[src/tcs_defs.svh]
// Offsets, field positions and reset values of the timer channel.
// Assumes a byte-addressed register port with one 32-bit word each.
`ifndef TCS_DEFS_SVH
`define TCS_DEFS_SVH
// Register offsets
`define TCS_OFS_CTRL      8'h00
`define TCS_OFS_MODE      8'h04
`define TCS_OFS_COUNT     8'h10
`define TCS_OFS_CAPA      8'h14
`define TCS_OFS_CAPB      8'h18
`define TCS_OFS_PERIOD    8'h1C
`define TCS_OFS_STATUS    8'h20
`define TCS_OFS_IRQ_SET   8'h24
`define TCS_OFS_IRQ_CLR   8'h28
`define TCS_OFS_IRQ_MASK  8'h2C
// Control register bits
`define TCS_CTRL_CLK_EN   0
`define TCS_CTRL_CLK_DIS  1
`define TCS_CTRL_SWTRIG   2
// Mode register fields
`define TCS_MODE_WAVE     15
`define TCS_MODE_CPB_LO   24
`define TCS_MODE_CPC_LO   26
`define TCS_MODE_EVT_LO   28
`define TCS_MODE_SWT_LO   30
// Status register bits
`define TCS_ST_OVF        0
`define TCS_ST_OVR        1
`define TCS_ST_MTA        2
`define TCS_ST_MTB        3
`define TCS_ST_MTC        4
`define TCS_ST_LDA        5
`define TCS_ST_LDB        6
`define TCS_ST_ETR        7
`define TCS_ST_CLK        16
`define TCS_ST_MIRA       17
`define TCS_ST_MIRB       18
// Reset values and counter maximum
`define TCS_RST_COUNT     16'h0000
`define TCS_RST_CAP       16'h0000
`define TCS_RST_PERIOD    16'h0000
`define TCS_RST_FLAGS     8'h00
`define TCS_RST_MASK      8'h00
`define TCS_MAX_COUNT     16'hFFFF
`endif

[src/tcs_pkg.sv]
// Types shared by the timer channel.
// Assumes tcs_defs.svh supplies all numeric constants.
package tcs_pkg;
  // Effect of an event on the second output line
  typedef enum logic [1:0] {
    TCS_EFF_NONE   = 2'h0,
    TCS_EFF_SET    = 2'h1,
    TCS_EFF_CLEAR  = 2'h2,
    TCS_EFF_TOGGLE = 2'h3
  } tcs_effect_e;
  // Counter and compare word
  typedef logic [15:0] tcs_word_t;
  // Eight sticky status flags
  typedef logic [7:0]  tcs_flags_t;
endpackage : tcs_pkg

[src/tcs_channel.sv]
// One 16-bit timer/counter channel with its status and compare registers.
// Assumes a single 100 MHz clock, a plain register port and pins that
// come from outside the clock domain.
`timescale 1ns/1ps
`include "tcs_defs.svh"
`default_nettype none

module tcs_channel
  import tcs_pkg::*;
(
  // Clock and reset
  input  wire logic        i_ref_clk,
  input  wire logic        i_rst_n,
  // Register port
  input  wire logic [7:0]  i_addr,
  input  wire logic [31:0] i_wr_data,
  input  wire logic        i_wr_en,
  input  wire logic        i_rd_en,
  output logic      [31:0] o_rd_data,
  // First I/O line
  input  wire logic        i_line_a,
  output logic             o_line_a,
  output logic             o_line_a_oe,
  // Second I/O line
  input  wire logic        i_line_b,
  output logic             o_line_b,
  output logic             o_line_b_oe,
  // External event source
  input  wire logic        i_ext_evt,
  // Interrupt request
  output logic             o_irq
);

  // The same decode serves all four line_b sources, so a change to
  // the effect encoding needs touching in one place only
  // Applies a two-bit effect to a line level
  function automatic logic apply_eff(input tcs_effect_e eff,
                                     input logic lvl);
    case (eff)
      TCS_EFF_SET:    apply_eff = 1'b1;
      TCS_EFF_CLEAR:  apply_eff = 1'b0;
      TCS_EFF_TOGGLE: apply_eff = ~lvl;
      default:        apply_eff = lvl;
    endcase
  endfunction : apply_eff

  // Pins are asynchronous; a level is believed only after it has
  // stood still for two samples in a row, which filters glitches
  // Three-stage synchronisers: index 0 line_a, 1 line_b, 2 event
  logic [2:0]  sync1_q, sync2_q, sync3_q;
  logic [2:0]  filt_q,  filt_d;       // Accepted pin levels
  // Counter and its clock gate
  tcs_word_t   count_q, count_d;
  logic        run_q,   run_d;        // Counter clock enabled
  // Capture/compare registers
  tcs_word_t   cap_a_q, cap_a_d;
  tcs_word_t   cap_b_q, cap_b_d;
  tcs_word_t   per_q,   per_d;
  logic        unrd_a_q, unrd_a_d;    // A loaded, not yet read
  logic        unrd_b_q, unrd_b_d;    // B loaded, not yet read
  // Mode fields
  // A mode write takes all fields at once; there is no partial update
  logic        wave_q,  wave_d;
  tcs_effect_e eff_cpb_q, eff_cpb_d;
  tcs_effect_e eff_cpc_q, eff_cpc_d;
  tcs_effect_e eff_evt_q, eff_evt_d;
  tcs_effect_e eff_swt_q, eff_swt_d;
  // Status, mask and outputs
  tcs_flags_t  flags_q, flags_d;
  tcs_flags_t  mask_q,  mask_d;
  logic        line_b_q, line_b_d;    // Driven level of line_b
  logic [31:0] rdata_q, rdata_d;
  logic        irq_q,   irq_d;

  // Decoded accesses
  logic wr_ctrl, wr_mode, wr_capa, wr_capb, wr_per, wr_set, wr_clr;
  logic rd_st, rd_capa, rd_capb;
  // Events of this cycle
  logic ev_ovf, ev_mta, ev_mtb, ev_mtc, ev_lda, ev_ldb, ev_ext, ev_swt;
  tcs_flags_t set_v;
  logic [31:0] status_v;

  // Synchroniser chain; only stage 2 reads stage 1
  always_ff @(posedge i_ref_clk) begin
    if (!i_rst_n) begin
      sync1_q <= 3'h0;
      sync2_q <= 3'h0;
      sync3_q <= 3'h0;
    end else begin
      sync1_q <= {i_ext_evt, i_line_b, i_line_a};
      sync2_q <= sync1_q;
      sync3_q <= sync2_q;
    end
  end

  // A level change counts only once stages 2 and 3 agree
  // One identical copy per synchronised input
  generate
    for (genvar g = 0; g < 3; g++) begin : g_filt
      always_comb begin
        filt_d[g] = (sync2_q[g] == sync3_q[g]) ? sync3_q[g] : filt_q[g];
      end
    end
  endgenerate

  // Addresses are compared in full; no register has an alias, so
  // stray accesses land on nothing
  // Address decode of the register port
  always_comb begin
    wr_ctrl = i_wr_en && (i_addr == `TCS_OFS_CTRL);
    wr_mode = i_wr_en && (i_addr == `TCS_OFS_MODE);
    wr_capa = i_wr_en && (i_addr == `TCS_OFS_CAPA);
    wr_capb = i_wr_en && (i_addr == `TCS_OFS_CAPB);
    wr_per  = i_wr_en && (i_addr == `TCS_OFS_PERIOD);
    wr_set  = i_wr_en && (i_addr == `TCS_OFS_IRQ_SET);
    wr_clr  = i_wr_en && (i_addr == `TCS_OFS_IRQ_CLR);
    rd_st   = i_rd_en && (i_addr == `TCS_OFS_STATUS);
    rd_capa = i_rd_en && (i_addr == `TCS_OFS_CAPA);
    rd_capb = i_rd_en && (i_addr == `TCS_OFS_CAPB);
  end

  // Compares are qualified by the clock gate so that a stopped counter
  // resting on a compare value does not raise its flag every cycle.
  // Overflow is seen in the last count before the wrap to zero.
  // Event detection; compares look at the count while it is running
  always_comb begin
    ev_swt = wr_ctrl && i_wr_data[`TCS_CTRL_SWTRIG];
    ev_ovf = run_q && (count_q == `TCS_MAX_COUNT);
    ev_mta = run_q && (count_q == cap_a_q);
    ev_mtb = run_q && (count_q == cap_b_q);
    ev_mtc = run_q && (count_q == per_q);
    // Capture loads: rising edge of line_a into A, falling into B
    ev_lda = !wave_q && filt_d[0] && !filt_q[0];
    ev_ldb = !wave_q && !filt_d[0] && filt_q[0];
    // Rising edge of the event input is the external trigger
    ev_ext = filt_d[2] && !filt_q[2];
  end

  // Mode gating is applied twice: here for the set term, and below
  // for flags left over from before a mode change
  // Flags that hardware sets this cycle, gated by the mode
  always_comb begin
    set_v = 8'h00;
    set_v[`TCS_ST_OVF] = ev_ovf;
    set_v[`TCS_ST_OVR] = (ev_lda && unrd_a_q) || (ev_ldb && unrd_b_q);
    set_v[`TCS_ST_MTA] = wave_q && ev_mta;
    set_v[`TCS_ST_MTB] = wave_q && ev_mtb;
    set_v[`TCS_ST_MTC] = ev_mtc;
    set_v[`TCS_ST_LDA] = ev_lda;
    set_v[`TCS_ST_LDB] = ev_ldb;
    set_v[`TCS_ST_ETR] = ev_ext;
  end

  // Live status word, also the source of the read mux
  // Bits 15:8 and above 18 are reserved and read zero; a status read
  // never disturbs bits 16 to 18
  always_comb begin
    status_v = 32'h0000_0000;
    status_v[7:0] = flags_q;
    status_v[`TCS_ST_CLK] = run_q;
    // Waveform shows the driven level, capture the pin level
    status_v[`TCS_ST_MIRA] = wave_q ? 1'b0 : filt_q[0];
    status_v[`TCS_ST_MIRB] = wave_q ? line_b_q : filt_q[1];
  end

  // Next state of counter, registers, flags and outputs
  always_comb begin
    // Counter clock gate; disable wins over enable in one write
    run_d = run_q;
    if (wr_ctrl && i_wr_data[`TCS_CTRL_CLK_EN]) begin
      run_d = 1'b1;
    end
    if (wr_ctrl && i_wr_data[`TCS_CTRL_CLK_DIS]) begin
      run_d = 1'b0;
    end
    // Limitation: the counter steps on every reference clock; clock
    // selection and prescaling live outside this channel.
    // A software trigger zeroes the count but leaves the clock gate.
    // Counter wraps naturally at overflow
    count_d = count_q;
    if (ev_swt) begin
      count_d = `TCS_RST_COUNT;
    end else if (run_q) begin
      count_d = count_q + 16'h0001;
    end

    // Mode register fields
    wave_d    = wave_q;
    eff_cpb_d = eff_cpb_q;
    eff_cpc_d = eff_cpc_q;
    eff_evt_d = eff_evt_q;
    eff_swt_d = eff_swt_q;
    if (wr_mode) begin
      wave_d    = i_wr_data[`TCS_MODE_WAVE];
      eff_cpb_d = tcs_effect_e'(i_wr_data[`TCS_MODE_CPB_LO +: 2]);
      eff_cpc_d = tcs_effect_e'(i_wr_data[`TCS_MODE_CPC_LO +: 2]);
      eff_evt_d = tcs_effect_e'(i_wr_data[`TCS_MODE_EVT_LO +: 2]);
      eff_swt_d = tcs_effect_e'(i_wr_data[`TCS_MODE_SWT_LO +: 2]);
    end

    // Software write and pin load never compete: writes are legal only
    // in waveform mode, where pin loads are switched off
    // Capture A: software in waveform mode, pin edge in capture mode
    cap_a_d = cap_a_q;
    if (wr_capa && wave_q) begin
      cap_a_d = i_wr_data[15:0];
    end else if (ev_lda) begin
      cap_a_d = count_q;
    end
    cap_b_d = cap_b_q;
    if (wr_capb && wave_q) begin
      cap_b_d = i_wr_data[15:0];
    end else if (ev_ldb) begin
      cap_b_d = count_q;
    end
    per_d = per_q;
    if (wr_per) begin
      per_d = i_wr_data[15:0];
    end

    // Unread tracking; a load in the read cycle stays unread
    // Each register read clears only its own unread marker
    unrd_a_d = wave_q ? 1'b0 : (ev_lda || (unrd_a_q && !rd_capa));
    unrd_b_d = wave_q ? 1'b0 : (ev_ldb || (unrd_b_q && !rd_capb));

    // Trade-off: an event in the read cycle is reported on the next
    // read rather than lost, at the cost of one stale-looking read
    // Sticky flags: a set in the read cycle wins over the clear
    flags_d = (rd_st ? `TCS_RST_FLAGS : flags_q) | set_v;
    // Flags not valid for the current mode read zero
    if (wave_q) begin
      flags_d[`TCS_ST_OVR] = 1'b0;
      flags_d[`TCS_ST_LDA] = 1'b0;
      flags_d[`TCS_ST_LDB] = 1'b0;
    end else begin
      flags_d[`TCS_ST_MTA] = 1'b0;
      flags_d[`TCS_ST_MTB] = 1'b0;
    end

    // Mask: enable sets, disable clears; disable wins if both
    // The mask gates only the request, never the setting of flags
    mask_d = mask_q;
    if (wr_set) begin
      mask_d = mask_d | i_wr_data[7:0];
    end
    if (wr_clr) begin
      mask_d = mask_d & ~i_wr_data[7:0];
    end
    irq_d = |(flags_q & mask_q);

    // Line B effects, lowest priority first so later ones win
    // Each effect sees the result of those before it, so a set and
    // a later toggle in one cycle leave the line low
    line_b_d = line_b_q;
    if (wave_q) begin
      if (ev_mtb) begin
        line_b_d = apply_eff(eff_cpb_q, line_b_d);
      end
      if (ev_mtc) begin
        line_b_d = apply_eff(eff_cpc_q, line_b_d);
      end
      if (ev_ext) begin
        line_b_d = apply_eff(eff_evt_q, line_b_d);
      end
      if (ev_swt) begin
        line_b_d = apply_eff(eff_swt_q, line_b_d);
      end
    end

    // Read mux; unmapped and write-only offsets read zero
    // Read data are registered and cleared when there is no read, so
    // the port shows zero outside the answer cycle
    rdata_d = 32'h0000_0000;
    if (i_rd_en) begin
      case (i_addr)
        `TCS_OFS_MODE: begin
          rdata_d[`TCS_MODE_WAVE]       = wave_q;
          rdata_d[`TCS_MODE_CPB_LO +: 2] = eff_cpb_q;
          rdata_d[`TCS_MODE_CPC_LO +: 2] = eff_cpc_q;
          rdata_d[`TCS_MODE_EVT_LO +: 2] = eff_evt_q;
          rdata_d[`TCS_MODE_SWT_LO +: 2] = eff_swt_q;
        end
        `TCS_OFS_COUNT:    rdata_d[15:0] = count_q;
        `TCS_OFS_CAPA:     rdata_d[15:0] = cap_a_q;
        `TCS_OFS_CAPB:     rdata_d[15:0] = cap_b_q;
        `TCS_OFS_PERIOD:   rdata_d[15:0] = per_q;
        `TCS_OFS_STATUS:   rdata_d       = status_v;
        `TCS_OFS_IRQ_MASK: rdata_d[7:0]  = mask_q;
        default:           rdata_d       = 32'h0000_0000;
      endcase
    end
  end

  // State registers only; all decisions are made above
  // Reset is synchronous and loads constants only
  always_ff @(posedge i_ref_clk) begin
    if (!i_rst_n) begin
      filt_q    <= 3'h0;
      count_q   <= `TCS_RST_COUNT;
      run_q     <= 1'b0;
      cap_a_q   <= `TCS_RST_CAP;
      cap_b_q   <= `TCS_RST_CAP;
      per_q     <= `TCS_RST_PERIOD;
      unrd_a_q  <= 1'b0;
      unrd_b_q  <= 1'b0;
      wave_q    <= 1'b0;
      eff_cpb_q <= TCS_EFF_NONE;
      eff_cpc_q <= TCS_EFF_NONE;
      eff_evt_q <= TCS_EFF_NONE;
      eff_swt_q <= TCS_EFF_NONE;
      flags_q   <= `TCS_RST_FLAGS;
      mask_q    <= `TCS_RST_MASK;
      line_b_q  <= 1'b0;
      rdata_q   <= 32'h0000_0000;
      irq_q     <= 1'b0;
    end else begin
      filt_q    <= filt_d;
      count_q   <= count_d;
      run_q     <= run_d;
      cap_a_q   <= cap_a_d;
      cap_b_q   <= cap_b_d;
      per_q     <= per_d;
      unrd_a_q  <= unrd_a_d;
      unrd_b_q  <= unrd_b_d;
      wave_q    <= wave_d;
      eff_cpb_q <= eff_cpb_d;
      eff_cpc_q <= eff_cpc_d;
      eff_evt_q <= eff_evt_d;
      eff_swt_q <= eff_swt_d;
      flags_q   <= flags_d;
      mask_q    <= mask_d;
      line_b_q  <= line_b_d;
      rdata_q   <= rdata_d;
      irq_q     <= irq_d;
    end
  end

  // Output drive; line_a has no waveform logic here and drives low
  // Both enables follow the mode bit: the lines are outputs only in
  // waveform mode and stay inputs for capture and event sensing
  always_comb begin
    o_rd_data   = rdata_q;
    o_irq       = irq_q;
    o_line_a    = 1'b0;
    o_line_a_oe = wave_q;
    o_line_b    = line_b_q;
    o_line_b_oe = wave_q;
  end

endmodule : tcs_channel
`default_nettype wire

[config.mk]
export PLATFORM = sky130hd
export DESIGN_NAME = tcs_channel
export DESIGN_NICKNAME = d
export VERILOG_FILES = /design/src/tcs_pkg.sv /design/src/tcs_channel.sv
export VERILOG_INCLUDE_DIRS = /design/src
export SDC_FILE = /design/constraint.sdc
export NUM_CORES = 1
export LEC_CHECK = 0
export BUFFER_PORTS_ARGS = -buffer_cell sky130_fd_sc_hd__buf_2
export CORE_ASPECT_RATIO = 1.2
export CORE_MARGIN = 2
export CORE_UTILIZATION = 31
export CTS_CLUSTER_DIAMETER = 40
export CTS_CLUSTER_SIZE = 8
export DETAILED_ROUTE_END_ITERATION = 10
export HOLD_SLACK_MARGIN = 0.12
export PLACE_DENSITY = 0.44
export SYNTH_ARGS = -nofsm -noshare
export SYNTH_HDL_FRONTEND = slang
export SYNTH_SLANG_ARGS = --single-unit
[constraint.sdc]
create_clock -name i_ref_clk -period 2.6 [get_ports i_ref_clk]
set_input_delay 0.13 -clock i_ref_clk [delete_from_list [all_inputs] [get_ports i_ref_clk]]
set_output_delay 0.13 -clock i_ref_clk [all_outputs]
set_load 0.05 [all_outputs]
==> out/results.md <==
| Result | Value | Unit |
|:---|:---|:---|
| Pre-CTS worst setup slack | 0.142 | ns |
| # Max-Cap Violations | 0 | - |
| Unrepaired setup endpoints after global routing | no | - |
| Sequential Power Share | 45.2 | % |
| Fraction of the cycle the final worst path needs | 94.7 | % |
| Clock skew | 0.00859 | ns |
| Routability congestion estimate from global placement | 0.836 | - |
| Avg Cell Area, Syn | 9.16 | µm² |
| Timing-limited maximum frequency | 406 | MHz |
| Category of the worst setup path launch point | register | - |
| CP peak stage delay | 0.52 | ns |
| Most used cell along the critical path | sky130_fd_sc_hd__buf_4 | - |
| Post-synthesis cell area | 6140 | µm² |
| Switching pwr | 1070 | µW |
| Post-CTS Setup Repair Bufs | 0 | - |
| Distinct cells, synth | 57 | - |
| Top-level I/O count | 84 | - |
| Share of cells above drive strength 1 | 19.9 | % |
| Min setup slack post-route | 0.138 | ns |
| Delay-heaviest family, CP | simple AND/OR/NAND/NOR gates | - |
| Routed length per instance | 18.9 | µm |
| Power share of the clock group | 50.8 | % |
| Number of design rule violations left after detail routing | 0 | - |
| Initial core utilization | 31.5 | % |
| Sequential-to-total area share from yosys stat | 43.3 | % |
| Non-Filler Cell Area, Final | 7710 | µm² |
| Width of the die | 133 | µm |
| Largest cells by area after synthesis | sky130_fd_sc_hd__dfxtp_1 43%, sky130_fd_sc_hd__mux2i_1 7.3%, sky130_fd_sc_hd__xnor2_1 5.4%, sky130_fd_sc_hd__a211oi_1 5.1%, sky130_fd_sc_hd__nor2_1 5.1% | - |
| Fraction of synthesized cell area taken by the top area cell type | 43.3 | % |
| Global routing usage summed across all routing layers | 19.5 | % |
| Post-Syn Instances | 671 | - |
| Final hold vios | 0 | - |
| Number of cells in the design after placement | 988 | - |
| Number of H-tree levels | 4 | - |
| Number of nets at the end of the flow | 825 | - |
| Clock period minus final worst setup slack | 2.46 | ns |
| Leading cell type in the layout, fill and taps excluded | sky130_fd_sc_hd__dfxtp_1 | - |
| TritonCTS buffer count | 17 | - |
| Comb pwr share | 4.0 | % |
| Static power due to leakage | 0.00286 | µW |
| Vias per cell | 5.11 | - |
| Total congestion overflow | 0 | - |
| Total wirelength of the detailed-routed design | 19.9 | mm |
| Worst path buffer plus inverter count | 2 | - |
| Root cell of the clock tree | sky130_fd_sc_hd__clkbuf_16 | - |
| Run status | complete, no violations | - |
| Maximum number of pins on one net before global-route repair | 33 | - |
| Number of clock sinks seen by CTS | 133 | - |
| Critical path class | register to register | - |
| Cell taking the most area after synthesis | sky130_fd_sc_hd__dfxtp_1 | - |
| Yosys synthesis warning count | 0 | - |
| Max-slew violation total from the final report | 0 | - |
| Slowest library cell on the worst path | sky130_fd_sc_hd__or4_1 | - |
| Min-Delay Path Class | primary input to register | - |
| Setup-failing EPs final | 0 | - |
| Count of routing violations after the opening detailed-route iteration | 478 | - |
| Maximum buffer depth of the clock tree | 2 | - |
| Max Fanout on Critical Path | 4 | - |
| Switching part of the total power | 23.6 | % |
| Global-route wire length before repair | 31.0 | mm |
| Final TNS setup | 0 | ns |
| Worst Path Required | 2.95 | ns |
| CTS tree | built | - |
| Number of antenna repair diodes | 0 | - |
| Number of antenna violations at the first check in global routing | 0 | - |
| Area of the die | 21000 | µm² |
| Area of placed instances | 6830 | µm² |
| DRT antenna net count | 0 | - |
| Worst VDD drop | 446 | µV |
| Row count | 56 | - |
| Relative area change from synthesis to final layout | 25.6 | % |
| Rel. slew slack | 50.0 | % |
| Clk slew on worst S/H paths | 0.06 | ns |
| Post-layout power | 4530 | µW |
| Kind of end point of the critical path | register | - |
| Cell Pwr Density | 588 | nW/µm² |
| Post-synthesis register bit count | 133 | - |
| TritonRoute pass-1 iters | 7 | - |
| Data arrival, critical path | 2.82 | ns |
| Y dimension of the die | 158 | µm |
| Count of placed standard cells in the final layout, fillers left out | 1051 | - |
| Number of vias in the routed layout | 5373 | - |
| Highest-count cells in the layout ignoring fill and taps | 133 x sky130_fd_sc_hd__dfxtp_1, 81 x sky130_fd_sc_hd__nor2_1, 69 x sky130_fd_sc_hd__buf_2 | - |
| Cell Chain, Critical Path | xor2_1, nor4_1, buf_4, nand4_1, buf_4, o31ai_2, o2111a_1, a211oi_1, or4_1, o211ai_2 | - |
| Internal power | 3470 | µW |
| PortBufs | 69 | - |
| Core outline area | 19500 | µm² |
| Estimated wirelength of the detail-placed design | 13.7 | mm |
| Worst slew pin tran | 0.747 | ns |
| Vias in the first global route | 5273 | - |
| Clock latency on the worst-skew pair | 0.42 | ns |
==> synth_stat cells (all sizes together) <==
master,number
o311ai,2
nor4b,1
and2,19
and3,7
xor2,25
nand4,14
o211ai,2
or4b,1
a32oi,1
a22o,1
nor3,4
clkbuf,34
nand3b,4
a31oi,1
nor3b,1
or3,2
or2,2
inv,5
ha,1
a31o,1
nor2,84
a222oi,17
and4bb,1
o2111a,1
a211oi,42
nor4,4
o31ai,1
a2111oi,1
mux2i,45
dfxtp,133
or4,1
xnor2,38
nand3,26
a221o,1
a22oi,18
nand2b,3
buf,22
nand2,44
o21ai,5
a41oi,1
conb,1
a21oi,54
==> state kept, by name, summed over array words and instances, names as in the netlist, 3 cells and up, named ones only <==
register and count:
sync3_q 3, filt_q 3, per_q 16, count_q 16
o_rd_data 27, sync2_q 3, sync1_q 3, cap_b_q 16
cap_a_q 16, flags_q 8
==> what timing repair did <==
action | 4_1_cts | 5_1_grt
gates resized for setup | 0 | 1
endpoints found under the setup margin | 0 | 1
hold buffers | 31 | 0
hold endpoints to repair | 76 | 0
==> power by group through the flow <==
stage	registers [µW]	logic, µW	clock network (µW)
3_5_place_dp	2090	145	0
2_1_floorplan	2090	77.9	0
4_1_cts	2050	181	2360
5_1_grt	2050	195	2460
3_3_place_gp	2090	143	0
6_report	2050	182	2300
==> area by class of cell <==
type / count / area, µm²
timing repair buffer: 138 / 966
tap: 261 / 327
inverter: 5 / 18.8
fill: 2031 / 11800
multi-input combinational: 482 / 3170
clock inverter: 13 / 125
sequential: 133 / 2660
clock buffer: 19 / 443
==> path summary, 6_finish.rpt <==
check              start       endpoint  slack (ns)  cells after the start
max          cap_b_q[13]       o_line_b        0.14                     10
min            i_addr[5]  o_rd_data[15]        0.17                      4
max reg2reg  cap_b_q[13]       o_line_b        0.14                     10
min reg2reg   sync1_q[0]     sync2_q[0]        0.44                      1
==> per-layer routing <==
layer	vias up	part of all wire, %	track usage (%)	wire length, µm
li1	2599	-	-	-
met1	2557	45	24.6	8900
met2	186	48	33.1	9590
met3	31	4.5	3.87	904
met4	0	2.6	7.37	520
met5	-	0	0	0
==> stage by stage <==
stage / hold WS (ns) / utilization [%]
final: 0.167 / 39.6
after global routing: 0.179 / 39.6
after CTS: 0.151 / 39.6
after detailed placement: 0.344 / 35.1
after global placement: 0.339 / 35.1
after floorplan: 0.227 / -
==> cells by family (layout without fill, tap and decap cells) <==
group | after synthesis | in the layout | synth area share [%]
and+or+nand+nor | 218 | 218 | 17.2
AOI/OAI and AO/OA | 149 | 149 | 16.9
DFF | 133 | 133 | 43.3
xor gates and xnor gates | 63 | 63 | 9.35
buffers and inverters | 61 | 175 | 5.58
muxes | 45 | 45 | 7.33
adders and majority gates | 1 | 1 | 0.204
other | 1 | 6 | 0.0610
==> worst reg2reg max path: stages (launching register included) <==
cell and delay, ns:
sky130_fd_sc_hd__dfxtp_1 0.33, sky130_fd_sc_hd__xor2_1 0.15, sky130_fd_sc_hd__nor4_1 0.32, sky130_fd_sc_hd__buf_4 0.18
sky130_fd_sc_hd__nand4_1 0.07, sky130_fd_sc_hd__buf_4 0.17, sky130_fd_sc_hd__o31ai_2 0.26, sky130_fd_sc_hd__o2111a_1 0.26
sky130_fd_sc_hd__a211oi_1 0.05, sky130_fd_sc_hd__or4_1 0.52, sky130_fd_sc_hd__o211ai_2 0.07
No activity file was read; power rests on OpenSTA's default activity.
